===== config.mk =====
export PLATFORM = sky130hd
export DESIGN_NAME = irq_priority_core
export DESIGN_NICKNAME = d
export VERILOG_FILES = /design/src/rtl/irq_pkg.sv /design/src/rtl/irq_cell_if.sv /design/src/rtl/irq_cells.sv /design/src/rtl/irq_priority_core.sv
export SDC_FILE = /design/constraint.sdc
export NUM_CORES = 1
export LEC_CHECK = 0
export ABC_AREA = 1
export BUFFER_PORTS_ARGS = -buffer_cell sky130_fd_sc_hd__clkbuf_2
export CORE_MARGIN = 2
export CORE_UTILIZATION = 25
export CTS_CLUSTER_SIZE = 10
export DETAILED_ROUTE_END_ITERATION = 12
export GPL_TIMING_DRIVEN = 0
export MAX_ROUTING_LAYER = met4
export PLACE_DENSITY = 0.54
export RECOVER_POWER = 25
export SYNTH_ARGS = -nofsm -noshare
export SYNTH_HDL_FRONTEND = slang
export SYNTH_HIERARCHICAL = 1
export SYNTH_SLANG_ARGS = --single-unit

===== constraint.sdc =====
create_clock -name clk_sys -period 2.1 [get_ports clk_sys]
set_input_delay 0.42 -clock clk_sys [delete_from_list [all_inputs] [get_ports clk_sys]]
set_output_delay 0.42 -clock clk_sys [all_outputs]
set_load 0.02 [all_outputs]

===== src/rtl/irq_pkg.sv =====
// Purpose: Shared constants, state type and helper function for the interrupt priority core
// Assumes: Eight request levels, level 0 the highest priority
// Notes: No timing constants are needed; every step is tied to ack strobe edges
package irq_pkg;
  localparam int NUM_LEVELS = 8;
  localparam int LVL_W = 3;
  localparam logic [7:0] CALL_OPCODE = 8'hcd;
  localparam logic [1:0] PULSES_CALL = 2'h3;
  localparam logic [1:0] PULSES_VECTOR = 2'h2;
  localparam logic [7:0] MASK_RESET = 8'h00;
  localparam logic [7:0] VECTOR_IDLE = 8'h00;
  localparam logic [2:0] SPURIOUS_LVL = 3'h7;
  // Bit fields of the vector bytes
  localparam int TYPE_BASE_LSB = 3;
  localparam int INT4_BASE_LSB = 5;
  localparam int INT8_BASE_LSB = 6;

  // Gray path: idle -> strobe low -> strobe high -> strobe low ...
  typedef enum logic [1:0] {
    ACK_IDLE = 2'b00,
    ACK_LOW = 2'b01,
    ACK_HIGH = 2'b11
  } ack_state_e;

  // Lowest set index wins; returns {found, index}
  function automatic logic [LVL_W:0] lowest_set(input logic [NUM_LEVELS-1:0] vec);
    logic [LVL_W:0] res;
    res = '0;
    for (int i = NUM_LEVELS - 1; i >= 0; i--) begin
      if (vec[i]) begin
        res = {1'b1, LVL_W'(i)};
      end
    end
    return res;
  endfunction
endpackage


===== src/rtl/irq_cell_if.sv =====
// Purpose: Carrier between the core control logic and the priority cell array
// Assumes: Single clock domain
// Notes: Core steers the cells, cells return their request latches
`timescale 1ns/100ps
interface irq_cell_if;
  logic level_mode;
  logic freeze;
  logic [7:0] clear_edge;
  logic [7:0] request_latch;

  modport core (output level_mode, output freeze, output clear_edge, input request_latch);
  modport cells (input level_mode, input freeze, input clear_edge, output request_latch);
endinterface


===== src/rtl/irq_cells.sv =====
// Purpose: Eight priority cells: synchroniser, edge sense latch and request latch per input
// Assumes: Request inputs are asynchronous to clk_sys
// Notes: Clear of the edge latch comes from the core at the end of an ack sequence
`timescale 1ns/100ps
module irq_cells
  import irq_pkg::*;
#(
  parameter int LEVELS = NUM_LEVELS
) (
  input wire logic clk_sys,
  input wire logic rst_n,
  input wire logic clk_en,
  input wire logic [LEVELS-1:0] request_inputs,
  irq_cell_if.cells cif
);
  logic [LEVELS-1:0] sync1_q;
  logic [LEVELS-1:0] sync2_q;
  logic [LEVELS-1:0] edge_arm_q;
  logic [LEVELS-1:0] req_latch_q;

  // Two-stage synchroniser; first stage feeds only the second
  always_ff @(posedge clk_sys) begin
    if (!rst_n) begin
      sync1_q <= '0;
      sync2_q <= '0;
    end else if (clk_en) begin
      sync1_q <= request_inputs;
      sync2_q <= sync1_q;
    end
  end

  // Edge sense latch: a low input re-arms, and arming wins over a same-cycle clear
  always_ff @(posedge clk_sys) begin
    if (!rst_n) begin
      edge_arm_q <= '1;
    end else if (clk_en) begin
      edge_arm_q <= (edge_arm_q & ~cif.clear_edge) | ~sync2_q;
    end
  end

  // Request latch holds still while an ack sequence runs
  always_ff @(posedge clk_sys) begin
    if (!rst_n) begin
      req_latch_q <= '0;
    end else if (clk_en && !cif.freeze) begin
      if (cif.level_mode) begin
        req_latch_q <= sync2_q;
      end else begin
        req_latch_q <= sync2_q & edge_arm_q & ~cif.clear_edge;
      end
    end
  end

  assign cif.request_latch = req_latch_q;
endmodule // irq_cells


===== src/rtl/irq_priority_core.sv =====
// Purpose: Request handling core of an eight-level interrupt controller
// Assumes: Ack strobe, mask and end-of-service ports are synchronous to clk_sys
// Notes: Non-specific end of service clears the highest-priority in-service bit
`timescale 1ns/100ps

module irq_priority_core
  import irq_pkg::*;
#(
  parameter int LEVELS = NUM_LEVELS
) (
  input wire logic clk_sys,
  input wire logic rst_n,
  input wire logic clk_en,
  input wire logic [LEVELS-1:0] request_inputs,
  input wire logic ack_strobe_n,
  input wire logic chip_select_n,
  input wire logic level_mode,
  input wire logic two_pulse_mode,
  input wire logic interval_4,
  input wire logic [15:0] call_addr_base,
  input wire logic [7:0] type_base,
  input wire logic mask_load,
  input wire logic [LEVELS-1:0] mask_data,
  input wire logic end_of_service_cmd,
  output logic int_out,
  output logic [7:0] data_out,
  output logic data_oe_n,
  output logic ack_busy,
  output logic [LEVELS-1:0] pending_request_reg,
  output logic [LEVELS-1:0] in_service_reg,
  output logic [LEVELS-1:0] request_mask_reg
);
  irq_cell_if cif ();

  ack_state_e state_q;
  ack_state_e state_d;
  logic ack_prev_q;
  logic [1:0] pulse_cnt_q;
  logic [LVL_W-1:0] win_lvl_q;
  logic win_valid_q;
  logic int_q;
  logic [7:0] data_q;
  logic oe_n_q;
  logic [LEVELS-1:0] pend_q;
  logic [LEVELS-1:0] isr_q;
  logic [LEVELS-1:0] imr_q;
  logic [LEVELS-1:0] eligible;
  logic [LVL_W:0] req_top;
  logic [LVL_W:0] isr_top;
  logic raise;
  logic ack_fall;
  logic ack_rise;
  logic [1:0] pulses_needed;
  logic seq_done;
  logic [LEVELS-1:0] isr_set;
  logic [LEVELS-1:0] isr_clr;
  logic [7:0] vec_byte;
  logic busy_q;

  // Cell array with per-input latches
  irq_cells #(.LEVELS(LEVELS)) u_cells (
    .clk_sys(clk_sys),
    .rst_n(rst_n),
    .clk_en(clk_en),
    .request_inputs(request_inputs),
    .cif(cif)
  );

  // Chip select plays no part: ack handling never looks at it
  assign cif.level_mode = level_mode;
  assign cif.freeze = (state_q != ACK_IDLE);
  assign cif.clear_edge = isr_set;

  // Priority resolver
  assign eligible = cif.request_latch & ~imr_q;
  assign req_top = lowest_set(eligible);
  assign isr_top = lowest_set(isr_q);
  // A request wins only when it outranks every level in service
  assign raise = req_top[LVL_W] &&
                 (!isr_top[LVL_W] || (req_top[LVL_W-1:0] < isr_top[LVL_W-1:0]));

  // Ack strobe edges; strobe is taken as already synchronous
  assign ack_fall = ack_prev_q && !ack_strobe_n;
  assign ack_rise = !ack_prev_q && ack_strobe_n;
  assign pulses_needed = two_pulse_mode ? PULSES_VECTOR : PULSES_CALL;
  assign seq_done = (state_q == ACK_LOW) && ack_rise && (pulse_cnt_q == pulses_needed);

  // Sequence state
  always_comb begin
    state_d = state_q;
    unique case (state_q)
      ACK_IDLE: begin
        if (ack_fall) begin
          state_d = ACK_LOW;
        end
      end
      ACK_LOW: begin
        if (seq_done) begin
          state_d = ACK_IDLE;
        end else if (ack_rise) begin
          state_d = ACK_HIGH;
        end
      end
      ACK_HIGH: begin
        if (ack_fall) begin
          state_d = ACK_LOW;
        end
      end
      default: begin
        state_d = ACK_IDLE;
      end
    endcase
  end

  always_ff @(posedge clk_sys) begin
    if (!rst_n) begin
      state_q <= ACK_IDLE;
      busy_q <= 1'b0;
      ack_prev_q <= 1'b1;
      pulse_cnt_q <= 2'h0;
    end else if (clk_en) begin
      state_q <= state_d;
      busy_q <= (state_d != ACK_IDLE);
      ack_prev_q <= ack_strobe_n;
      if (ack_fall) begin
        pulse_cnt_q <= (state_q == ACK_IDLE) ? 2'h1 : pulse_cnt_q + 2'h1;
      end
    end
  end

  // Winner taken at the first pulse from the latches, which load once more at that edge and then freeze
  always_ff @(posedge clk_sys) begin
    if (!rst_n) begin
      win_lvl_q <= SPURIOUS_LVL;
      win_valid_q <= 1'b0;
    end else if (clk_en && ack_fall && state_q == ACK_IDLE) begin
      win_valid_q <= raise;
      win_lvl_q <= raise ? req_top[LVL_W-1:0] : SPURIOUS_LVL;
    end
  end

  // Byte for the pulse now starting; the count before this edge names the pulse just ended
  always_comb begin
    vec_byte = VECTOR_IDLE;
    if (two_pulse_mode) begin
      vec_byte = {type_base[7:TYPE_BASE_LSB], win_lvl_q};
    end else if (pulse_cnt_q == 2'h1) begin
      if (interval_4) begin
        vec_byte = {call_addr_base[7:INT4_BASE_LSB], win_lvl_q, 2'b00};
      end else begin
        vec_byte = {call_addr_base[7:INT8_BASE_LSB], win_lvl_q, 3'b000};
      end
    end else begin
      vec_byte = call_addr_base[15:8];
    end
  end

  // Data drive: enabled only while a data-bearing strobe is low
  always_ff @(posedge clk_sys) begin
    if (!rst_n) begin
      data_q <= VECTOR_IDLE;
      oe_n_q <= 1'b1;
    end else if (clk_en) begin
      if (ack_fall && state_q == ACK_IDLE) begin
        data_q <= CALL_OPCODE;
        oe_n_q <= two_pulse_mode;
      end else if (ack_fall) begin
        data_q <= vec_byte;
        oe_n_q <= 1'b0;
      end else if (ack_rise) begin
        oe_n_q <= 1'b1;
      end
    end
  end

  // In-service updates: set at sequence end wins over a same-cycle clear
  assign isr_set = (seq_done && win_valid_q) ? (LEVELS'(1) << win_lvl_q) : '0;
  assign isr_clr = (end_of_service_cmd && isr_top[LVL_W]) ?
                   (LEVELS'(1) << isr_top[LVL_W-1:0]) : '0;

  always_ff @(posedge clk_sys) begin
    if (!rst_n) begin
      isr_q <= '0;
    end else if (clk_en) begin
      isr_q <= (isr_q & ~isr_clr) | isr_set;
    end
  end

  // Mask register loaded from the configuration port
  always_ff @(posedge clk_sys) begin
    if (!rst_n) begin
      imr_q <= MASK_RESET;
    end else if (clk_en && mask_load) begin
      imr_q <= mask_data;
    end
  end

  // Interrupt output held low while an ack sequence runs
  always_ff @(posedge clk_sys) begin
    if (!rst_n) begin
      int_q <= 1'b0;
      pend_q <= '0;
    end else if (clk_en) begin
      int_q <= raise && (state_d == ACK_IDLE) && !seq_done;
      pend_q <= cif.request_latch;
    end
  end

  assign int_out = int_q;
  assign data_out = data_q;
  assign data_oe_n = oe_n_q;
  // Own flop so the busy output carries no decode after the state register
  assign ack_busy = busy_q;
  assign pending_request_reg = pend_q;
  assign in_service_reg = isr_q;
  assign request_mask_reg = imr_q;
endmodule // irq_priority_core


# Yosys cells after proc, flatten, opt, wreduce, memory -nomap -nowiden
# Cells that the tools add are included.
dict set report totals {
  ff_bits 76
  word_cells 99
  out_inout_bits 35
}
dict set report op_classes {
  n_mux 34
  n_shift 2
  add_sub_neg 1
  reduce_logical 30
  eq_ne 4
  bitwise_logic 11
  magnitude_cmp 1
}
# op n
set op_table {}
lappend op_table {{$mux W4} 16}
lappend op_table {{$mux W8} 7}
lappend op_table {{$and A8 B8 Y8} 5}
lappend op_table {{$not A8 Y8} 4}
lappend op_table {{$or A8 B8 Y8} 2}
lappend op_table {{$shl A1 B3 Y8 const A} 2}
lappend op_table {{$logic_and A1 B1 Y1} 14}
lappend op_table {{$mux W2} 4}
lappend op_table {{$mux W6} 1}
lappend op_table {{$reduce_and A2 Y1} 3}
lappend op_table {{$reduce_bool A2 Y1} 3}
lappend op_table {{$logic_not A1 Y1} 5}
lappend op_table {{$eq A2 B1 Y1 const B} 2}
lappend op_table {{$logic_not A2 Y1} 2}
lappend op_table {{$mux W1} 4}
lappend op_table {{$pmux W2 S2} 1}
lappend op_table {{$lt A3 B3 Y1} 1}
lappend op_table {{$mux W3} 1}
lappend op_table {{$reduce_bool A3 Y1} 1}
lappend op_table {{$add A2 B1 Y2 const B} 1}
lappend op_table {{$eq A2 B2 Y1} 1}
lappend op_table {{$eq A2 B2 Y1 const B} 1}
lappend op_table {{$reduce_or A2 Y1} 1}
lappend op_table {{$logic_or A1 B1 Y1} 1}

# Depth between registers and ports, before layout
# Gate-level depths: netlist of the first run.
dict set report depth {
  word_depth 15
  mapped_depth 16
  depth_no_buf 16
}

# Hierarchy
# The synthesis of the first run kept the hierarchy.
# mod area_each_um2 n_inst cells_each
set modules_own_cells {}
lappend modules_own_cells {irq_priority_core 2343.5 1 342}
lappend modules_own_cells {irq_cells 1280.0 1 173}

# Worst setup path after synthesis of the first run
# No wires, ideal clock.
dict set report synth_path {
  kind {register -> register}
  start {register isr_q[6], in the netlist in_service_reg[6]}
  end {register win_lvl_q[0]}
  path_slack_ps 234
  period_less_slack_ps 1866
  setup_time_ps 131
  stages_incl_launch_ff 15
  required_time_ps 1969
  arrival_time_ps 1735
  cell_sequence {dfxtp_1 nor2_1 nor3_1 nor3_1 nor3_2 inv_1 ha_1 nand2_1 inv_1 nand2_1 nand2_1 nand2_2 nand3_1 nand2_1 nand3_1}
}
dict set report synth_between {
  elab_chain_cells 11
}
# element line_no
set synth_lines {}
lappend synth_lines {{from (decl)} irq_priority_core.sv:45} ;# logic [LEVELS-1:0] isr_q;
lappend synth_lines {{from (signal assigned)} irq_priority_core.sv:185} ;# isr_q <= (isr_q & ~isr_clr) | isr_set;
lappend synth_lines {{$mux W4 (*) (7 in series)} irq_pkg.sv:30} ;# if (vec[i]) begin
lappend synth_lines {{$lt A3 B3 Y1 / $logic_not A1 Y1 (equally long branches)} irq_priority_core.sv:80} ;# (!isr_top[LVL_W] || (req_top[LVL_W-1:0] < isr_top[LVL_W-1:0]));
lappend synth_lines {{$logic_or A1 B1 Y1 (*)} irq_priority_core.sv:80}
lappend synth_lines {{$logic_and A1 B1 Y1 (*)} irq_priority_core.sv:79} ;# assign raise = req_top[LVL_W] &&
lappend synth_lines {{$mux W3 (*)} irq_priority_core.sv:138} ;# win_lvl_q <= raise ? req_top[LVL_W-1:0] : SPURIOUS_LVL;
lappend synth_lines {{to (signal assigned)} irq_priority_core.sv:138}
lappend synth_lines {{to (decl)} irq_priority_core.sv:39} ;# logic [LVL_W-1:0] win_lvl_q;
# Mark *: on every way between the ends. The rest lies on a longest branch, timed or not.
# A chain may end at the register's enable or synchronous reset.

# Worst setup path in the final report of the first run
dict set report layout_path {
  start {register isr_q[7], in the netlist in_service_reg[7]}
  end {register win_lvl_q[2]}
}
dict set report layout_between {
  elab_chain_cells 12
}
# element line_no
set layout_lines {}
lappend layout_lines {{$mux W4 (*) (8 in series)} irq_pkg.sv:30}
lappend layout_lines {{$lt A3 B3 Y1 / $logic_not A1 Y1 (equally long branches)} irq_priority_core.sv:80}
lappend layout_lines {{$logic_or A1 B1 Y1 (*)} irq_priority_core.sv:80}
lappend layout_lines {{$logic_and A1 B1 Y1 (*)} irq_priority_core.sv:79}
lappend layout_lines {{$mux W3 (*)} irq_priority_core.sv:138}
# Marked as above.

==> metrics list, run 1 <==
- Worst Skew: 9.11 ps
- Sequential share of the synthesized area: 42.0%
* Count of cells along the worst hold path: 3
* Routability congestion estimate: 0.812
* Layout cells sized above 1: 22.0%
- The routed layout has 3555 vias.
- In this run the cell area measured after placement is 0.00422 mm2.
- CTS placed an instance of clkbuf_16 at the clock tree root.
* Worst Setup Start Kind: flop
- In this run the worst path has a maximum fanout of 5.
- Yosys mapped the design onto 35 distinct sky130hd cell types.
- For this run, the post-layout net count is 662.
* Min-Delay Startpoint: request_inputs[2]
* Final Setup Violations: 0
- Depth of the most critical reg-to-reg path: 14
- Global router's overall resource usage: 13.3%
* Number of clock sinks: 76
- Number of DRC markers after the initial detailed-route iteration: 238
- Antenna diode instance count: 0
* Clock latency of the later-clocked register in the worst-skew pair: 340 ps
* Die area: 0.0155 mm2
- Dominant cell type by area after synthesis: dfxtp_1
- Summing all non-filler instances in the final layout gives an area of 0.00459 mm2.
- Setup repair after global routing left no endpoint under its margin.
- Share of Yosys cell area claimed by the top area cell type: 42.0%
- TritonCTS clock tree: yes
* Crit Path Category: flop to flop
- The synthesized design contains 76 register bits.
- The clock tree synthesis step divided the H-tree into 3 levels.
- Clock Pin Slew Worst Setup and Hold Paths: 60 ps
- Final hold viol count: 0
- Residual antenna-violating net count after detailed routing: 0
- For this run, the number of standard cells in the final layout without fillers is 788.
- Die X: 124 um
- GRT overflow: 0
- Initial standard-cell utilization of the core: 25.8%
* Minimum period implied by the final worst setup slack: 1940 ps
- Die height: 124 um
- Maximum vdd drop: 0.000447 V
- Dividing the detail-routed wire length by the instance count gives 12.6 um.
- Cells fill 32.7% of the core in the end.
- Data required, critical path: 2300 ps
- After routing, the total negative slack on setup checks comes to 0 ps.
- The completed layout was analyzed and its total power is 3.73 mW.
- Wire length of the first global-routing pass: 16400 um
* Hold Crit Class: input pin to flop
* Arrival time of data at the critical path endpoint: 2140 ps
- Syn Std Cell Area: 0.00362 mm2
* Final routed DRC violation total: 0
- Cell Rows: 43
- Standby leakage power: 2.13 nW
- STA classifies the critical path endpoint as a flop.
- After floorplanning, the core was sized to cover 0.0140 mm2.
- Worst reg2reg startpoint: in_service_reg[7]
* Maximum number of pins on one net before global-route repair: 15
- Counting the buffers created by CTS gives 9.
* Number of input and output port buffers inserted: 75
- In this run the register-to-register setup slack is 160 ps.
* Final count of pins violating max slew: 0
- Dividing the detail-routed via count by the number of cells gives 4.51.
- The top cell types in the final layout, fill and taps aside, are 112 x nand2_1, 76 x clkbuf_2, 74 x dfxtp_1.
- Number of optimization iterations in the first detailed-route pass: 5
- Warning count from the yosys run: 6
* Number of placed instances with taps included: 770
- Period Utilization, post-route: 92.6%
* Min-Delay Endpoint: u_cells/sync1_q[2]
- Crit path launch: in_service_reg[7]
- For the pin with the worst max-slew slack, the measured transition is 591 ps.
- Result of the run: complete, no violations
- Dividing the synthesized area by the synthesized cell count gives 7.04 um2.
* Bufs on Longest Clock Path: 2
- Terminus of the critical flop-to-flop path: win_lvl_q[2]
* Maximum capacitance violations: 0
* DPL Wire Length: 7570 um
- Post-Syn Nets: 574
- Final routed wirelength across all metal layers: 9920 um
* Most common library cell in the layout ignoring fill and taps: nand2_1
- In this run the power density over the cells is 812 mW/mm2.
- P&R area growth vs syn: 26.6%
- Number of antenna violations at the first check in global routing: 0
* Top area cells in the synthesized netlist: dfxtp_1 42%, nand2_1 12%, o21ai_0 7.6%, inv_1 7.0%, a21oi_1 6.4%
* Rel. slew slack: 60.6%
- Timing would allow up to 514 MHz.
- After technology mapping, the gate count stands at 515.
- In this run the count of I/O pins placed on the die edge is 85.
* Number of global-route vias before repair: 3474
==> worst max-delay path, cell delays in order, from the launching register on <==
cell     delay, ps
dfxtp_4        370
nor2_4          40
nor3_2         160
nor3_2          70
nor3_2         280
inv_2          110
ha_4           240
nand2_1         50
inv_1           30
nand2_1         50
nand2_1         50
nand2_2        120
nand3_2         80
nand2_1         70
nand3_1         60
==> synth_stat cells (all sizes together) <==
library cell / number
a21oi: 48
a221oi: 1
a22oi: 2
a31oi: 1
a32oi: 1
buf: 10
clkbuf: 8
dfxtp: 76
ha: 9
inv: 73
nand2: 117
nand3: 16
nand4: 3
nor2: 68
nor3: 5
o211ai: 11
o21ai: 62
o311ai: 1
o31ai: 2
xnor2: 1
==> how the worst max path moves through the flow <==
stage / depth (start not counted) / slack, ps / end
floorplan: 14 / 230 / win_lvl_q[0]
CTS: 11 / 120 / win_lvl_q[1]
global placement: 14 / 110 / win_lvl_q[0]
global route: 14 / 1 / win_lvl_q[0]
detailed placement: 11 / 140 / win_lvl_q[1]
finish: 14 / 160 / win_lvl_q[2]
==> layer usage <==
layer  vias to the layer above  share of wire, %  GRT usage (%)  wire length [um]
met4                         0               1.0           2.78               101
li1                       1837                 -              -                 -
met3                         8               4.9           4.25               487
met5                         -                 0              -                 0
met2                       103                48           22.3              4770
met1                      1607                46           15.7              4560
==> repair_timing <==
action                     4_1_cts  5_1_grt
setup buffers                    0        2
hold buffers                     0        0
setup endpoints to repair        0        4
hold endpoints to repair         0        0
gates resized for setup          0       16
==> report_power, final <==
group / switching, mW / internal [mW]
registers: 0.0616 / 1.52
logic: 0.349 / 0.190
clock network: 0.641 / 0.960
total: 1.05 / 2.67
==> stage by stage <==
| stage | worst slack [ps] | hold WS (ps) |
|---|---|---|
| finish | 156 | 297 |
| global route | 1.47 | 311 |
| CTS | 123 | 293 |
| detailed placement | 135 | 459 |
| global placement | 113 | 458 |
| floorplan | 234 | 443 |
==> kinds of logic (layout without fill, tap and decap cells) <==
group | after synthesis | count (layout) | share of synthesized area [%]
AND/OR/NAND/NOR | 209 | 209 | 24.5
AO/OA/AOI/OAI | 129 | 129 | 19.7
buffers and inverters | 91 | 184 | 10.5
flip-flops | 76 | 76 | 42.0
adder cells (fa/ha/maj) | 9 | 9 | 3.11
XOR/XNOR | 1 | 1 | 0.242
==> cell type report <==
class | count | area [um2]
fillers | 1499 | 9450
clock inverters | 6 | 70.1
inverters | 73 | 275
clock buffers | 10 | 239
multi-input cells | 348 | 1780
flip-flops and latches | 76 | 1530
repair buffers | 77 | 389
well taps | 180 | 225
plain buffers | 18 | 81.3
No activity file was read; power rests on OpenSTA's default activity.
==> run 2, diff against run 1 <==
--- a/config.mk
+++ b/config.mk
@@ -7,6 +7,7 @@
 export LEC_CHECK = 0
 export ABC_AREA = 1
 export BUFFER_PORTS_ARGS = -buffer_cell sky130_fd_sc_hd__clkbuf_2
+export CORE_ASPECT_RATIO = 1.1
 export CORE_MARGIN = 2
 export CORE_UTILIZATION = 25
 export CTS_CLUSTER_SIZE = 10
==> metrics list, run 2 (synthesized netlist as in run 1, its figures left out) <==
- Number of DRC markers after the initial detailed-route iteration: 137 (-42%)
* Layout filler cell count: 1600 (+6.7%)
- Global router's overall resource usage: 13.3% (-0.046 points)
* Critical path endpoint category: flop
- The worst register-to-register path ends at win_lvl_q[2].
- The maximum fanout along the worst path came to 5 (unchanged).
- Period Utilization, post-route: 93.9% (+1.4 points)
- The initial core utilization was 25.4% (-0.42 points).
- The total via count after detailed routing is 3476 (-2.2%).
- Number of optimization iterations in the first detailed-route pass: 4 (-1)
* Maximum number of pins on one net before global-route repair: 15 (unchanged)
* Antenna diode instance count: 0 (unchanged)
- The clock latency reported for the late side of the worst-skew pair was 330 ps (about the same).
- The estimated wirelength of the detail-placed design was 7510 um (-0.76%).
- Met1 track utilization from global routing: 15.2% (-0.48 points)
* Routability congestion estimate: 0.856 (+5.4%)
- CTS Root Buffer Type: clkbuf_16
- The total clock buffers created by CTS is 9 (unchanged).
* Number of input and output port buffers inserted: 75 (unchanged)
- Rel. slew slack: 62.1% (+1.6 points)
- Die height: 130 um (+4.7%)
* Crit path launch: in_service_reg[1]
- Final count of pins violating max slew: 0 (unchanged)
- Number of clock sinks: 76 (unchanged)
- The cell count along the critical path is 11 (-3).
- TritonCTS clock tree: yes
* Maximum vdd drop: 0.000523 V (+17%)
* Post-route total power: 3.71 mW (-0.46%)
* Highest-count cells in the layout ignoring fill and taps: 111 x nand2_1, 76 x clkbuf_2, 74 x dfxtp_1
* Max stage delay cell, worst path: dfxtp_1
* Worst Skew: 6.98 ps (-2.13 ps)
* Transition at the pin with the smallest max-transition slack: 568 ps (-23.4 ps)
- Critical path endpoint: win_lvl_q[2]
* Worst Path Buf+Inv: 2 (unchanged)
* Clock Pin Slew Worst Setup and Hold Paths: 60 ps (about the same)
- CP delay by family, top: simple AND/OR/NAND/NOR gates
* Die area: 0.0155 mm2 (about the same)
- Cell Rows: 46 (+7.0%)
* Minimum period implied by the final worst setup slack: 1970 ps (+28.5 ps)
- The worst register-to-register path begins at in_service_reg[1].
* Layout cells sized above 1: 22.7% (+0.62 points)
- Bufs on Longest Clock Path: 2 (unchanged)
* Data required, critical path: 2290 ps (about the same)
- The I/O pin count is 85 (unchanged).
* Post-layout util: 32.3% (-0.33 points)
* Average wire per standard cell: 12.2 um (-3.4%)
- Fmax: 507 MHz (-1.4%)
- Final Setup Violations: 0 (unchanged)
* Stage delay of the slowest cell on the critical path: 340 ps (-30 ps)
- Met2 demand-to-capacity share in global routing: 22.5% (+0.24 points)
- GRT overflow: 0 (unchanged)
- Worst-path cell chain: inv_1 > nand4_1 > nor2_2 > inv_1 > ha_1 > a21oi_1 > nand2_1 > nand2_2 > nand3_1 > nand2_1 > nand3_1
- Nets: 663 (+0.15%)
- Arrival time of data at the critical path endpoint: 2170 ps (+30 ps)
- Relative to the synthesized area, the layout overhead comes to 27.4%.
- Setup slack on the worst flop-to-flop path: 130 ps (-30 ps)
- The total wire length after detailed routing is 9730 um (-1.8%).
* Residual antenna-violating net count after detailed routing: 0 (unchanged)
- Standby leakage power: 2.15 nW (+0.92%)
- The number of global-route vias before repair was 3244 (-6.6%).
- The DRC violations left is 0 (unchanged).
* Most common library cell in the layout ignoring fill and taps: nand2_1
- Hold Crit Class: input pin to flop
- The number of max-cap violations is 0 (unchanged).
- Grt peak-use layer: met2
- Core region area: 0.0143 mm2 (+1.6%)
* Worst Setup Start Kind: flop
- Depth of the most critical reg-to-reg path: 11 (-3)
- The met3 capacity usage during global routing was 3.93% (-0.32 points).
* Crit Path Category: flop to flop
* Final hold viol count: 0 (unchanged)
* Total number of H-tree levels: 3 (unchanged)
* Result of the run: complete, no violations
- The wire length of the first global-routing pass was 15800 um (-3.6%).
- The number of antenna violations at the first check in global routing is 0 (unchanged).
- Setup repair after global routing could not meet its margin everywhere.
- The vias per cell came to 4.34 (-3.8%).
- Cell Pwr Density: 803 mW/mm2 (-1.1%)
- Die X: 119 um (-4.5%)
- The total of hold buffers inserted after clock tree synthesis was 0 (unchanged).
## run 2: cell types whose count changed in the layout (fill, tap and decap cells not counted)
cell / delta
nand3_1: +1
clkinvlp_4: -2
buf_4: +1
buf_6: +1
clkinv_2: +1
nand3_2: -1
nand2_2: +1
buf_2: +2
nand2_1: -1
clkbuf_1: -3
clkinv_4: +1
## run 2: worst min path at each step
| stage | from | cells after the start | to |
|---|---|---|---|
| 2_1_floorplan | u_cells/sync2_q[0] | 2 | u_cells/cif.request_latch[0] |
| 3_3_place_gp | data_out[5] | 2 | data_out[5] |
| 3_5_place_dp | data_out[4] | 2 | data_out[4] |
| 4_1_cts | request_inputs[0] | 3 | u_cells/sync1_q[0] |
| 5_1_grt | request_inputs[4] | 3 | u_cells/sync1_q[4] |
| 6_report | request_inputs[0] | 3 | u_cells/sync1_q[0] |
## run 2: area by class of cell
type                    count  area [um2]  area share [%]
plain buffers              18        90.1            1.95
clock buffers              10         239            5.18
clock inverters             6        68.8            1.49
inverters                  73         275            5.96
multi-input cells         348        1780            38.5
flip-flops and latches     76        1530            33.1
well taps                 192         240            5.20
repair buffers             78         398            8.62
## run 2: what timing repair did
| item | in CTS | in global routing |
|---|---|---|
| buffers inserted | 0 | 3 |
| gates resized for setup | 0 | 16 |
| endpoints found under the setup margin | 0 | 5 |
## run 2: per-layer routing
| layer | wire (um) | up-vias |
|---|---|---|
| met2 | 4810 | 75 |
| li1 | - | 1840 |
| met5 | 0 | - |
| met4 | 95 | 0 |
| met1 | 4370 | 1553 |
| met3 | 456 | 8 |
## run 2: power breakdown
part / switching (mW) / internal, mW
clock network: 0.627 / 0.961
registers: 0.0602 / 1.52
logic: 0.345 / 0.191
## run 2: per-stage QoR
step	std cells	hold slack, ps	setup TNS, ps	area (um2)	worst slack [ps]
finish	801	304	0	4620	128
global route	801	298	-145	4620	-57.7
CTS	798	292	0	4550	66.0
detailed placement	782	458	0	4240	95.6
global placement	782	458	0	4240	117
floorplan	515	443	0	3620	234
## run 2: tightest hold or removal path, stage by stage
cell and delay, ps:
clkbuf_2 80, nor2_1 30, nor2_1 80
